### src/hdl/ddswf_pkg.sv
// Purpose: Shared constants and types for the synthesizer write port and frequency select logic
// Assumes: Single 50 MHz master clock; all pins synchronous to it
// Notes: Address map places both frequency words in halves, then four phase offsets
//
// Functional notes
// - Output frequency is the selected word as a fraction of the clock, the accumulator adding once per cycle with ce high.
// - The accumulator is fed from freq_word_a or freq_word_b according to freq_reg_select.
// - freq_reg_select is sampled only on rising clock edges.
// - Write data is captured at the rising edge of the active-low write strobe.
// - Captured data moves into its destination register on a later clock edge, not at the strobe edge.
// - A strobe rise before a clock edge is captured on that edge and loads on the edge after it.
// - The three address bits pick the destination register of a write.
// - A sixteen-bit parallel data bus carries the register contents.
// - Two phase select inputs, sampled on clock edges, pick one of four phase offsets added after the accumulator.
// - The active-low reset clears the accumulator to zero, the midscale point.
package ddswf_pkg;

  // ---------------------------------------------------------------
  // Widths and map
  // ---------------------------------------------------------------
  localparam int DATA_W = 16;
  localparam int ADDR_W = 3;
  localparam int FREQ_W = 32;
  localparam int PHASE_W = 12;

  localparam logic [ADDR_W-1:0] ADDR_FREQ_A_LO = 3'h0;
  localparam logic [ADDR_W-1:0] ADDR_FREQ_A_HI = 3'h1;
  localparam logic [ADDR_W-1:0] ADDR_FREQ_B_LO = 3'h2;
  localparam logic [ADDR_W-1:0] ADDR_FREQ_B_HI = 3'h3;
  localparam int ADDR_PHASE_BIT = 2;

  // ---------------------------------------------------------------
  // Reset values
  // ---------------------------------------------------------------
  localparam logic [FREQ_W-1:0] FREQ_RESET = 32'h0000_0000;
  localparam logic [FREQ_W-1:0] ACC_RESET = 32'h0000_0000;
  localparam logic [PHASE_W-1:0] PHASE_RESET = 12'h000;
  localparam logic STROBE_IDLE = 1'b1;

  typedef struct packed {
    logic [ADDR_W-1:0] addr;
    logic [DATA_W-1:0] data;
  } ddswf_wreq_t;

endpackage : ddswf_pkg

### src/hdl/ddswf_wr_capture.sv
// Purpose: Catch a host write at the strobe rising edge and flag it for loading
// Assumes: Strobe, address and data synchronous to clk
// Notes: loadDue lasts one enabled cycle, held request stays until the next write
module ddswf_wr_capture
  import ddswf_pkg::*;
(
  input wire logic clk,
  input wire logic rst_n,
  input wire logic ce,
  input wire logic write_strobe_n,
  input wire logic [ADDR_W-1:0] reg_addr_bits,
  input wire logic [DATA_W-1:0] write_data_bits,
  output ddswf_wreq_t held,
  output logic loadDue
);

  logic strobePrev;
  logic strobeRise;

  // ---------------------------------------------------------------
  // Strobe edge
  // ---------------------------------------------------------------
  assign strobeRise = !strobePrev && write_strobe_n;

  always_ff @(posedge clk or negedge rst_n)
  begin
    if (!rst_n)
      strobePrev <= STROBE_IDLE;
    else if (ce)
      strobePrev <= write_strobe_n;
  end

  // ---------------------------------------------------------------
  // Capture and hold
  // ---------------------------------------------------------------
  // Holding both fields keeps a late address change from steering the load
  always_ff @(posedge clk or negedge rst_n)
  begin
    if (!rst_n)
      held <= '0;
    else if (ce && strobeRise)
      held <= '{addr: reg_addr_bits, data: write_data_bits};
  end

  always_ff @(posedge clk or negedge rst_n)
  begin
    if (!rst_n)
      loadDue <= 1'b0;
    else if (ce)
      loadDue <= strobeRise;
  end

  // ---------------------------------------------------------------
  // Checks
  // ---------------------------------------------------------------
  property p_capture;
    @(posedge clk) disable iff (!rst_n)
    ce && strobeRise |=> held == {$past(reg_addr_bits), $past(write_data_bits)};
  endproperty
  a_capture: assert property (p_capture) else $error("write not captured at strobe rise");

  property p_hold;
    @(posedge clk) disable iff (!rst_n)
    !(ce && strobeRise) |=> $stable(held);
  endproperty
  a_hold: assert property (p_hold) else $error("held write changed without strobe rise");

  property p_pend;
    @(posedge clk) disable iff (!rst_n)
    ce && strobeRise |=> (loadDue and (ce |=> !loadDue));
  endproperty
  a_pend: assert property (p_pend) else $error("load request not exactly one cycle after rise");

  c_write: cover property (@(posedge clk) disable iff (!rst_n) ce && strobeRise);

endmodule : ddswf_wr_capture

### src/hdl/ddswf_top.sv
// Purpose: Write port, frequency and phase selection and phase accumulator of the synthesizer
// Assumes: All inputs synchronous to clk; host obeys strobe and select timing
// Notes: phaseOut is the lookup address; the lookup table and converter sit elsewhere
module ddswf_top
  import ddswf_pkg::*;
#(
  parameter int PH_W = PHASE_W
)
(
  input wire logic clk,
  input wire logic rst_n,
  input wire logic ce,
  input wire logic write_strobe_n,
  input wire logic [ADDR_W-1:0] reg_addr_bits,
  input wire logic [DATA_W-1:0] write_data_bits,
  input wire logic freq_reg_select,
  input wire logic phase_reg_select_lo,
  input wire logic phase_reg_select_hi,
  output logic [FREQ_W-1:0] freq_word_a,
  output logic [FREQ_W-1:0] freq_word_b,
  output logic [FREQ_W-1:0] accum,
  output logic [PH_W-1:0] phaseOut
);

  ddswf_wreq_t held;
  logic loadDue;
  logic freqSel;
  logic [1:0] phaseSel;
  logic [PH_W-1:0] phaseReg [4];
  logic [FREQ_W-1:0] selWord;
  logic [PH_W-1:0] accTop;

  // ---------------------------------------------------------------
  // Write capture
  // ---------------------------------------------------------------
  ddswf_wr_capture u_capture (
    .clk(clk),
    .rst_n(rst_n),
    .ce(ce),
    .write_strobe_n(write_strobe_n),
    .reg_addr_bits(reg_addr_bits),
    .write_data_bits(write_data_bits),
    .held(held),
    .loadDue(loadDue)
  );

  // ---------------------------------------------------------------
  // Destination registers
  // ---------------------------------------------------------------
  // Loading one edge after capture keeps the strobe off the register clock
  always_ff @(posedge clk or negedge rst_n)
  begin
    if (!rst_n)
    begin
      freq_word_a <= FREQ_RESET;
      freq_word_b <= FREQ_RESET;
    end
    else if (ce && loadDue)
    begin
      unique case (held.addr)
        ADDR_FREQ_A_LO: freq_word_a[DATA_W-1:0] <= held.data;
        ADDR_FREQ_A_HI: freq_word_a[FREQ_W-1:DATA_W] <= held.data;
        ADDR_FREQ_B_LO: freq_word_b[DATA_W-1:0] <= held.data;
        ADDR_FREQ_B_HI: freq_word_b[FREQ_W-1:DATA_W] <= held.data;
        default: ;
      endcase
    end
  end

  // Phase offsets keep only the low bits of the data bus
  always_ff @(posedge clk or negedge rst_n)
  begin
    if (!rst_n)
    begin
      for (int i = 0; i < 4; i++)
        phaseReg[i] <= PHASE_RESET[PH_W-1:0];
    end
    else if (ce && loadDue && held.addr[ADDR_PHASE_BIT])
      phaseReg[held.addr[1:0]] <= held.data[PH_W-1:0];
  end

  // ---------------------------------------------------------------
  // Select sampling
  // ---------------------------------------------------------------
  // A select moving at the edge itself may land one cycle late
  always_ff @(posedge clk or negedge rst_n)
  begin
    if (!rst_n)
    begin
      freqSel <= 1'b0;
      phaseSel <= 2'h0;
    end
    else if (ce)
    begin
      freqSel <= freq_reg_select;
      phaseSel <= {phase_reg_select_hi, phase_reg_select_lo};
    end
  end

  // ---------------------------------------------------------------
  // Accumulator and phase offset
  // ---------------------------------------------------------------
  assign selWord = freqSel ? freq_word_b : freq_word_a;
  assign accTop = accum[FREQ_W-1 -: PH_W];

  always_ff @(posedge clk or negedge rst_n)
  begin
    if (!rst_n)
      accum <= ACC_RESET;
    else if (ce)
      accum <= accum + selWord;
  end

  always_ff @(posedge clk or negedge rst_n)
  begin
    if (!rst_n)
      phaseOut <= PHASE_RESET[PH_W-1:0];
    else if (ce)
      phaseOut <= accTop + phaseReg[phaseSel];
  end

  // ---------------------------------------------------------------
  // Checks
  // ---------------------------------------------------------------
  property p_acc_step;
    @(posedge clk) disable iff (!rst_n)
    ce |=> accum == $past(accum) + (($past(freqSel)) ? $past(freq_word_b) : $past(freq_word_a));
  endproperty
  a_acc_step: assert property (p_acc_step) else $error("accumulator did not add selected word");

  property p_acc_freeze;
    @(posedge clk) disable iff (!rst_n)
    !ce |=> $stable(accum) && $stable(freqSel);
  endproperty
  a_acc_freeze: assert property (p_acc_freeze) else $error("state moved with enable low");

  property p_fsel;
    @(posedge clk) disable iff (!rst_n)
    ce ##1 ce |=> accum == $past(accum) + ($past(freq_reg_select, 2) ? $past(freq_word_b) : $past(freq_word_a));
  endproperty
  a_fsel: assert property (p_fsel) else $error("frequency select not taken from the sampled pin");

  property p_load_a_lo;
    @(posedge clk) disable iff (!rst_n)
    ce && loadDue && held.addr == ADDR_FREQ_A_LO |=> freq_word_a[DATA_W-1:0] == $past(held.data);
  endproperty
  a_load_a_lo: assert property (p_load_a_lo) else $error("low half of word a not loaded");

  property p_load_b_hi;
    @(posedge clk) disable iff (!rst_n)
    ce && loadDue && held.addr == ADDR_FREQ_B_HI |=> freq_word_b[FREQ_W-1:DATA_W] == $past(held.data);
  endproperty
  a_load_b_hi: assert property (p_load_b_hi) else $error("high half of word b not loaded");

  property p_no_load;
    @(posedge clk) disable iff (!rst_n)
    !(ce && loadDue) |=> $stable(freq_word_a) && $stable(freq_word_b);
  endproperty
  a_no_load: assert property (p_no_load) else $error("frequency word changed without a write");

  property p_strobe_to_load;
    @(posedge clk) disable iff (!rst_n)
    ce && $past(ce) && $rose(write_strobe_n) && reg_addr_bits == ADDR_FREQ_B_LO ##1 ce
      |=> freq_word_b[DATA_W-1:0] == $past(write_data_bits, 2);
  endproperty
  a_strobe_to_load: assert property (p_strobe_to_load) else $error("write not loaded on the edge after rise");

  property p_phase_load;
    @(posedge clk) disable iff (!rst_n)
    ce && loadDue && held.addr[ADDR_PHASE_BIT] |=> phaseReg[$past(held.addr[1:0])] == $past(held.data[PH_W-1:0]);
  endproperty
  a_phase_load: assert property (p_phase_load) else $error("phase offset not loaded");

  property p_phase_out;
    @(posedge clk) disable iff (!rst_n)
    ce |=> phaseOut == $past(accTop) + $past(phaseReg[phaseSel]);
  endproperty
  a_phase_out: assert property (p_phase_out) else $error("phase output not accumulator plus offset");

  property p_psel;
    @(posedge clk) disable iff (!rst_n)
    ce |=> phaseSel == {$past(phase_reg_select_hi), $past(phase_reg_select_lo)};
  endproperty
  a_psel: assert property (p_psel) else $error("phase select not sampled on the edge");

  property p_load_a_hi;
    @(posedge clk) disable iff (!rst_n)
    ce && loadDue && held.addr == ADDR_FREQ_A_HI |=> freq_word_a[FREQ_W-1:DATA_W] == $past(held.data);
  endproperty
  a_load_a_hi: assert property (p_load_a_hi) else $error("high half of word a not loaded");

  property p_load_b_lo;
    @(posedge clk) disable iff (!rst_n)
    ce && loadDue && held.addr == ADDR_FREQ_B_LO |=> freq_word_b[DATA_W-1:0] == $past(held.data);
  endproperty
  a_load_b_lo: assert property (p_load_b_lo) else $error("low half of word b not loaded");

  // Halves load on their own, so a write must leave its partner half alone
  property p_half_only;
    @(posedge clk) disable iff (!rst_n)
    ce && loadDue && held.addr == ADDR_FREQ_A_LO
      |=> freq_word_a[FREQ_W-1:DATA_W] == $past(freq_word_a[FREQ_W-1:DATA_W]) && $stable(freq_word_b);
  endproperty
  a_half_only: assert property (p_half_only) else $error("write disturbed another register half");

  property p_phase_keep;
    @(posedge clk) disable iff (!rst_n)
    !(ce && loadDue && held.addr[ADDR_PHASE_BIT])
      |=> $stable(phaseReg[0]) && $stable(phaseReg[1]) && $stable(phaseReg[2]) && $stable(phaseReg[3]);
  endproperty
  a_phase_keep: assert property (p_phase_keep) else $error("phase offset changed without a write");

  property p_psel_freeze;
    @(posedge clk) disable iff (!rst_n)
    !ce |=> $stable(phaseSel) && $stable(phaseOut);
  endproperty
  a_psel_freeze: assert property (p_psel_freeze) else $error("phase path moved with enable low");

  // No disable here: the check runs on the first edge after release
  property p_acc_clear;
    @(posedge clk)
    $rose(rst_n) |-> accum == ACC_RESET;
  endproperty
  a_acc_clear: assert property (p_acc_clear) else $error("accumulator not cleared by reset");

  c_sel_b: cover property (@(posedge clk) disable iff (!rst_n) ce && freqSel && freq_word_b != FREQ_RESET);
  c_sel_switch: cover property (@(posedge clk) disable iff (!rst_n) ce && $changed(freqSel));
  c_phase_wr: cover property (@(posedge clk) disable iff (!rst_n) ce && loadDue && held.addr[ADDR_PHASE_BIT]);
  c_wrap: cover property (@(posedge clk) disable iff (!rst_n) ce && accum < $past(accum));

endmodule : ddswf_top

### config.mk
export PLATFORM = sky130hd
export DESIGN_NAME = ddswf_top
export DESIGN_NICKNAME = d
export VERILOG_FILES = /design/src/hdl/ddswf_pkg.sv /design/src/hdl/ddswf_wr_capture.sv /design/src/hdl/ddswf_top.sv
export SDC_FILE = /design/constraint.sdc
export NUM_CORES = 1
export LEC_CHECK = 0
export ABC_AREA = 1
export BUFFER_PORTS_ARGS = -buffer_cell sky130_fd_sc_hd__buf_2
export CORE_ASPECT_RATIO = 1.5
export CORE_MARGIN = 5
export CORE_UTILIZATION = 50
export CTS_CLUSTER_SIZE = 25
export DETAILED_ROUTE_END_ITERATION = 7
export GPL_TIMING_DRIVEN = 0
export PLACE_DENSITY = 0.71
export SLEW_MARGIN = 25
export SYNTH_ARGS = -nofsm -noshare
export SYNTH_HDL_FRONTEND = slang
export SYNTH_SLANG_ARGS = --single-unit
export TNS_END_PERCENT = 10
### constraint.sdc
create_clock -name clk -period 2.75 [get_ports clk]
set_input_delay 0.1375 -clock clk [delete_from_list [all_inputs] [get_ports clk]]
set_output_delay 0.1375 -clock clk [all_outputs]
set_load 0.05 [all_outputs]
======== After elaboration in Yosys (flattened, before gate mapping) ========
Cells that the tools add are included.
storage, ports and cells
  flip-flop bits (word level) ............. 180
  latch bits .............................. 0
  RAM bits ................................ 0
  memory bits (read-only) ................. 0
  input port bits ......................... 26
  output and inout bits ................... 108
  memories kept ........................... 0
operators by class
  add/subtract/negate cells ............... 2
  $mul .................................... 0
  divide/modulo/power cells ............... 0
  order comparisons ....................... 3
  equality and inequality tests ........... 3
  shift-type cells ........................ 0
  multiplexer cells ....................... 7
  bitwise operators ....................... 2
  reduce and logical (&&, ||, !) cells .... 11
operator list
  kind                                                        number
  bitwise mux 48 bit                                          1
  2-to-1 mux 12 bit                                           3
  adder 32 bit                                                1
  2-to-1 mux 32 bit                                           1
  binary-select mux 12 bit (select 2 bit)                     1
  demux 12 bit (select 2 bit)                                 1
  adder 12 bit                                                1
  AND reduction 2 bit                                         4
  == test 3 x 2 -> 1 bit, second input constant               2
  greater-or-equal comparator 3 bit, second input constant    2
  NOT 2 -> 3 bit                                              2
  logical AND 1 bit                                           5
  == test 3 x 1 -> 1 bit, second input constant               1
  zero test 3 bit                                             1
  less-than comparator 3 x 1 -> 1 bit, second input constant  1
  zero test 1 bit                                             1

======== Depth between registers and ports, before layout ========
  depth after elaboration ................. 6
  gate-level depth with buffers ........... 17
  depth with buffers taken out ............ 15

======== By module ========
From an unflattened synthesis, not the netlist that was laid out.
second synthesis, totals
  cell total of the unflattened synthesis .. 1414
  area total of the unflattened synthesis .. 10262.3 µm²
by module, submodules not included
  module            instances  cells an instance  area each (µm²)
  ddswf_top         1          1322               9407.8
  ddswf_wr_capture  1          92                 854.6

======== Worst setup path before layout ========
Ideal clock, no wire load.
  path type ............................... register to register
  start point ............................. reg freqSel
  end point ............................... reg accum[28]
  library setup time ...................... 0.118 ns
  arrival time ............................ 2.069 ns
  required time ........................... 2.632 ns
  slack ................................... 0.563 ns
  stages on the path, launching flop included .. 15
  path buffers ............................ 2
  clock period less this slack ............ 2.187 ns
  path through ............................ dfrtp_1 clkbuf_1 inv_1 clkbuf_1 nand2_1 nand2_1 fa_1 nand3_1 nand3_1 nand3_1 nand3_1 nand2_1 nand3_1 nand3_1 nand2_1
on the way
  cells in the longest elaborated chain, start to end .. 2
ends and longest elaborated chain
  item                    line              text
  start, declared         ddswf_top.sv:27   logic freqSel;
  start signal, assigned  ddswf_top.sv:95   freqSel <= freq_reg_select;
  2-to-1 mux 32 bit       ddswf_top.sv:103  assign selWord = freqSel ? freq_word_b : freq_word_a;
  adder 32 bit            ddswf_top.sv:111  accum <= accum + selWord;
  end signal, assigned    ddswf_top.sv:111
  end, declared           ddswf_top.sv:21   output logic [FREQ_W-1:0] accum,
No other way between the ends.
A chain may end at the register's enable or synchronous reset.

======== Worst setup path in the final report ========
Same ends and word-level chain as after synthesis.

==> results.yml <==
routing:
  via_count: 9546
  routed_via_density: 5.19
  drt-wirelength-per-cell_um: 17.7
  ant_nets: 0
  first_pass_iters: 6
  dr.first_iter.drc_count: 529
  wl_um: 32500
  route.detailed.drc: 0
yosys:
  syn-mean-instance-area_um2: 7.25
  synth.area.top_cells: "dfrtp_1 44%, nand2_1 20%, o21ai_0 7.4%"
  synth_fp_nets: 1459
  synth_cells: 1389
  syn_area_um2: 10100
  post-synth-top-area-fraction_pct: 44.5
  synth_top_area_cell: "dfrtp_1"
  synth_seq_cells: 180
  netlist-cell-type-count: 34
  yosys_warnings: 0
  synth-seq-area-share_pct: 44.7
power:
  leakagePower_nw: 6.61
  vdd_ir_drop_max_mv: 0.764
  pwr_density_cell_nw_per_um2: 1300
  report.power.total_mw: 15.5
worst_setup_path:
  crit_path_max_fanout: 10
  critPathCaptureType: "register"
  cp_top_family: "simple AND/OR/NAND/NOR gates"
  critical_path.startpoint_type: "register"
  critPathKind: "reg2reg"
  cp.required_ns: 3.08
  critPathSlowestCell: "dfrtp_2"
  cpPeakStageDelay_ns: 0.45
  crit_buf_inv: 3
  crit_arrival_ns: 2.96
  worstPathCellList: "inv_1, clkbuf_2, nand2_1, nand2_1, ha_1, nand2_1, inv_2, a21oi_1, nand3_2, nand2_1, nand3_1, nand3_1, nand2_1"
  startpoint: "freqSel$_DFFE_PN0P_"
  crit-reg2reg-launch: "freqSel$_DFFE_PN0P_"
  crit_top_cell: "nand2_1"
die:
  fp.dieH_um: 184
  num_rows: 63
  start_util_pct: 50.9
  fp.dieW_um: 126
  core-area_um2: 19800
  dieArea_um2: 23100
  num_io_pins: 134
global_route:
  grt_first_pass_wirelength_um: 51000
  antenna_found_initial: 0
  grt_start_max_net_pins: 86
  grt_remaining_overflow: 0
  grt_pass1_vias: 9500
  track_usage_pct: 28.5
sta:
  skew_ns: 0.00646
  finalHoldViolCount: 0
  fin_hold_ws_ns: 0.157
  fin_setup_tns_ns: 0
  timing_max_transition_violations_final: 0
  timing.fmax_mhz: 381
  fin_ws_ns: 0.125
  setup_violations: 0
  slew_headroom_pct: 52.2
  min_period_ns: 2.63
  period_share_pct: 95.5
  tightestPinTransition_ns: 0.717
cts:
  path_clk_slew_ns: 0.07
  cts_setup_buffers: 0
  cts_tree: "yes"
  htreeDepth: 4
  insertion_delay_ns: 0.44
  cts.sinks: 180
  clock_path_buffers: 2
  cts-root-buf: "clkbuf_16"
  cts_buffers: 17
layout:
  drive_above_1_share_pct: 13.6
  fin_nets: 1636
  area_growth_pct: 18.7
  antenna_cells: 0
run_status:
  status: "complete, no violations"
placed_design:
  io_buffer_count: 133
  dp_hpwl_um: 25600
  place_congestion: 0.967
  dp_slack_ns: -0.226
hold_path:
  hp-class: "in2async"
run:
  cap_violations: 0
## cells by family after synthesis
| logic type | Yosys count | synth area share [%] |
|---|---|---|
| compound gates | 233 | 11.9 |
| xor+xnor | 20 | 1.74 |
| fa+ha+maj | 44 | 5.61 |
| buf+inv | 196 | 7.35 |
| flops | 180 | 44.7 |
| simple gates | 716 | 28.6 |
## flip-flops by register name, indices dropped and copies added (netlist names)
register and cells:
u_capture.loadDue 1, freq_word_a 32, u_capture.held 19, phaseOut 12, phaseSel 2, phaseReg 48
freq_word_b 32, freqSel 1, u_capture.strobePrev 1, accum 32
## per-stage QoR
stage / instance area (um^2) / instances / utilization (%)
after floorplan: 10100 / 1389 / -
after global placement: 11100 / 1782 / 55.9
after detailed placement: 11100 / 1784 / 56.3
after CTS: 11900 / 1839 / 60.3
after global routing: 12000 / 1839 / 60.5
final: 12000 / 1839 / 60.5
## placed cells by master (no fill, tap or decap), drive strengths merged
cell	netlist	final
nand2	541	541
dfrtp	179	179
o21ai	161	161
inv	147	152
buf	5	142
nor2	95	95
nand3	60	60
clkbuf	43	59
a21oi	51	51
ha	42	42
dlygate4sd3	0	24
xnor2	17	17
o22ai	11	11
nand4	6	6
nor3	6	6
clkinv	1	6
a31oi	5	5
nand3b	4	4
o21bai	3	3
xor2	3	3
clkinvlp	0	3
or2	3	3
a21o	2	2
fa	2	2
and2	1	1
dfstp	1	1
## routing by layer
layer  GRT usage [%]  vias to the layer above  share of wire [%]
met5               0                        -                  0
met1            32.5                     4434                 39
met2            51.9                      270                 52
met3            3.98                       80                4.1
met4            13.9                        0                4.8
li1                -                     4762                  -
## Yosys cell counts
library cell,count
or2_2,1
buf_1,1
dfrtp_1,179
inv_2,2
nor2_2,4
xor2_1,3
nand4_1,6
clkbuf_1,43
or2_1,2
ha_1,42
nor3_1,5
nor2_1,91
a31oi_1,5
nand3_1,55
o21ai_0,148
buf_2,4
a21o_1,2
nand2_4,1
a21oi_1,50
inv_1,145
nand2_2,11
o21ai_1,13
nor3_2,1
fa_1,2
o21bai_1,3
and2_0,1
a21oi_2,1
clkinv_1,1
nand3_2,5
o22ai_1,11
dfstp_2,1
nand3b_1,4
nand2_1,529
xnor2_1,17
## worst paths after layout
path / to / slack (ns) / depth (start not counted)
max: accum[28]$_DFFE_PN0P_ / 0.12 / 13
min: u_capture.held[8]$_DFFE_PN0P_ / 0.16 / 2
max reg2reg: accum[28]$_DFFE_PN0P_ / 0.12 / 13
min reg2reg: phaseOut[0]$_DFFE_PN0P_ / 0.47 / 2
max in group asynchronous: freqSel$_DFFE_PN0P_ / 1.58 / 4
min in group clk: freq_word_b[0]$_DFFE_PN0P_ / 0.31 / 6
## where the power goes
part           switching [mW]  total [mW]  leakage, nW  internal, mW
registers                1.02        4.74         2.25          3.73
clock network            1.11        2.33        0.268          1.22
logic                    6.07        8.46         4.09          2.39
total                    8.19        15.5         6.61          7.33
## cell type report
type,instances,area [um^2]
Fill cell,1900,7830
Clock inverter,13,97.6
Inverter,148,556
Tap cell,260,325
Timing Repair Buffer,159,971
Sequential cell,180,4510
Clock buffer,19,453
Multi-Input combinational cell,1013,4850
Buffer,47,196
## repair_timing
action                     in CTS  in global routing
hold endpoints to repair      139                  0
pin swaps                       0                  1
hold buffers                   24                  0
resized for setup               6                 20
setup endpoints to repair      18                 15
(Power assumes the default switching activity.)
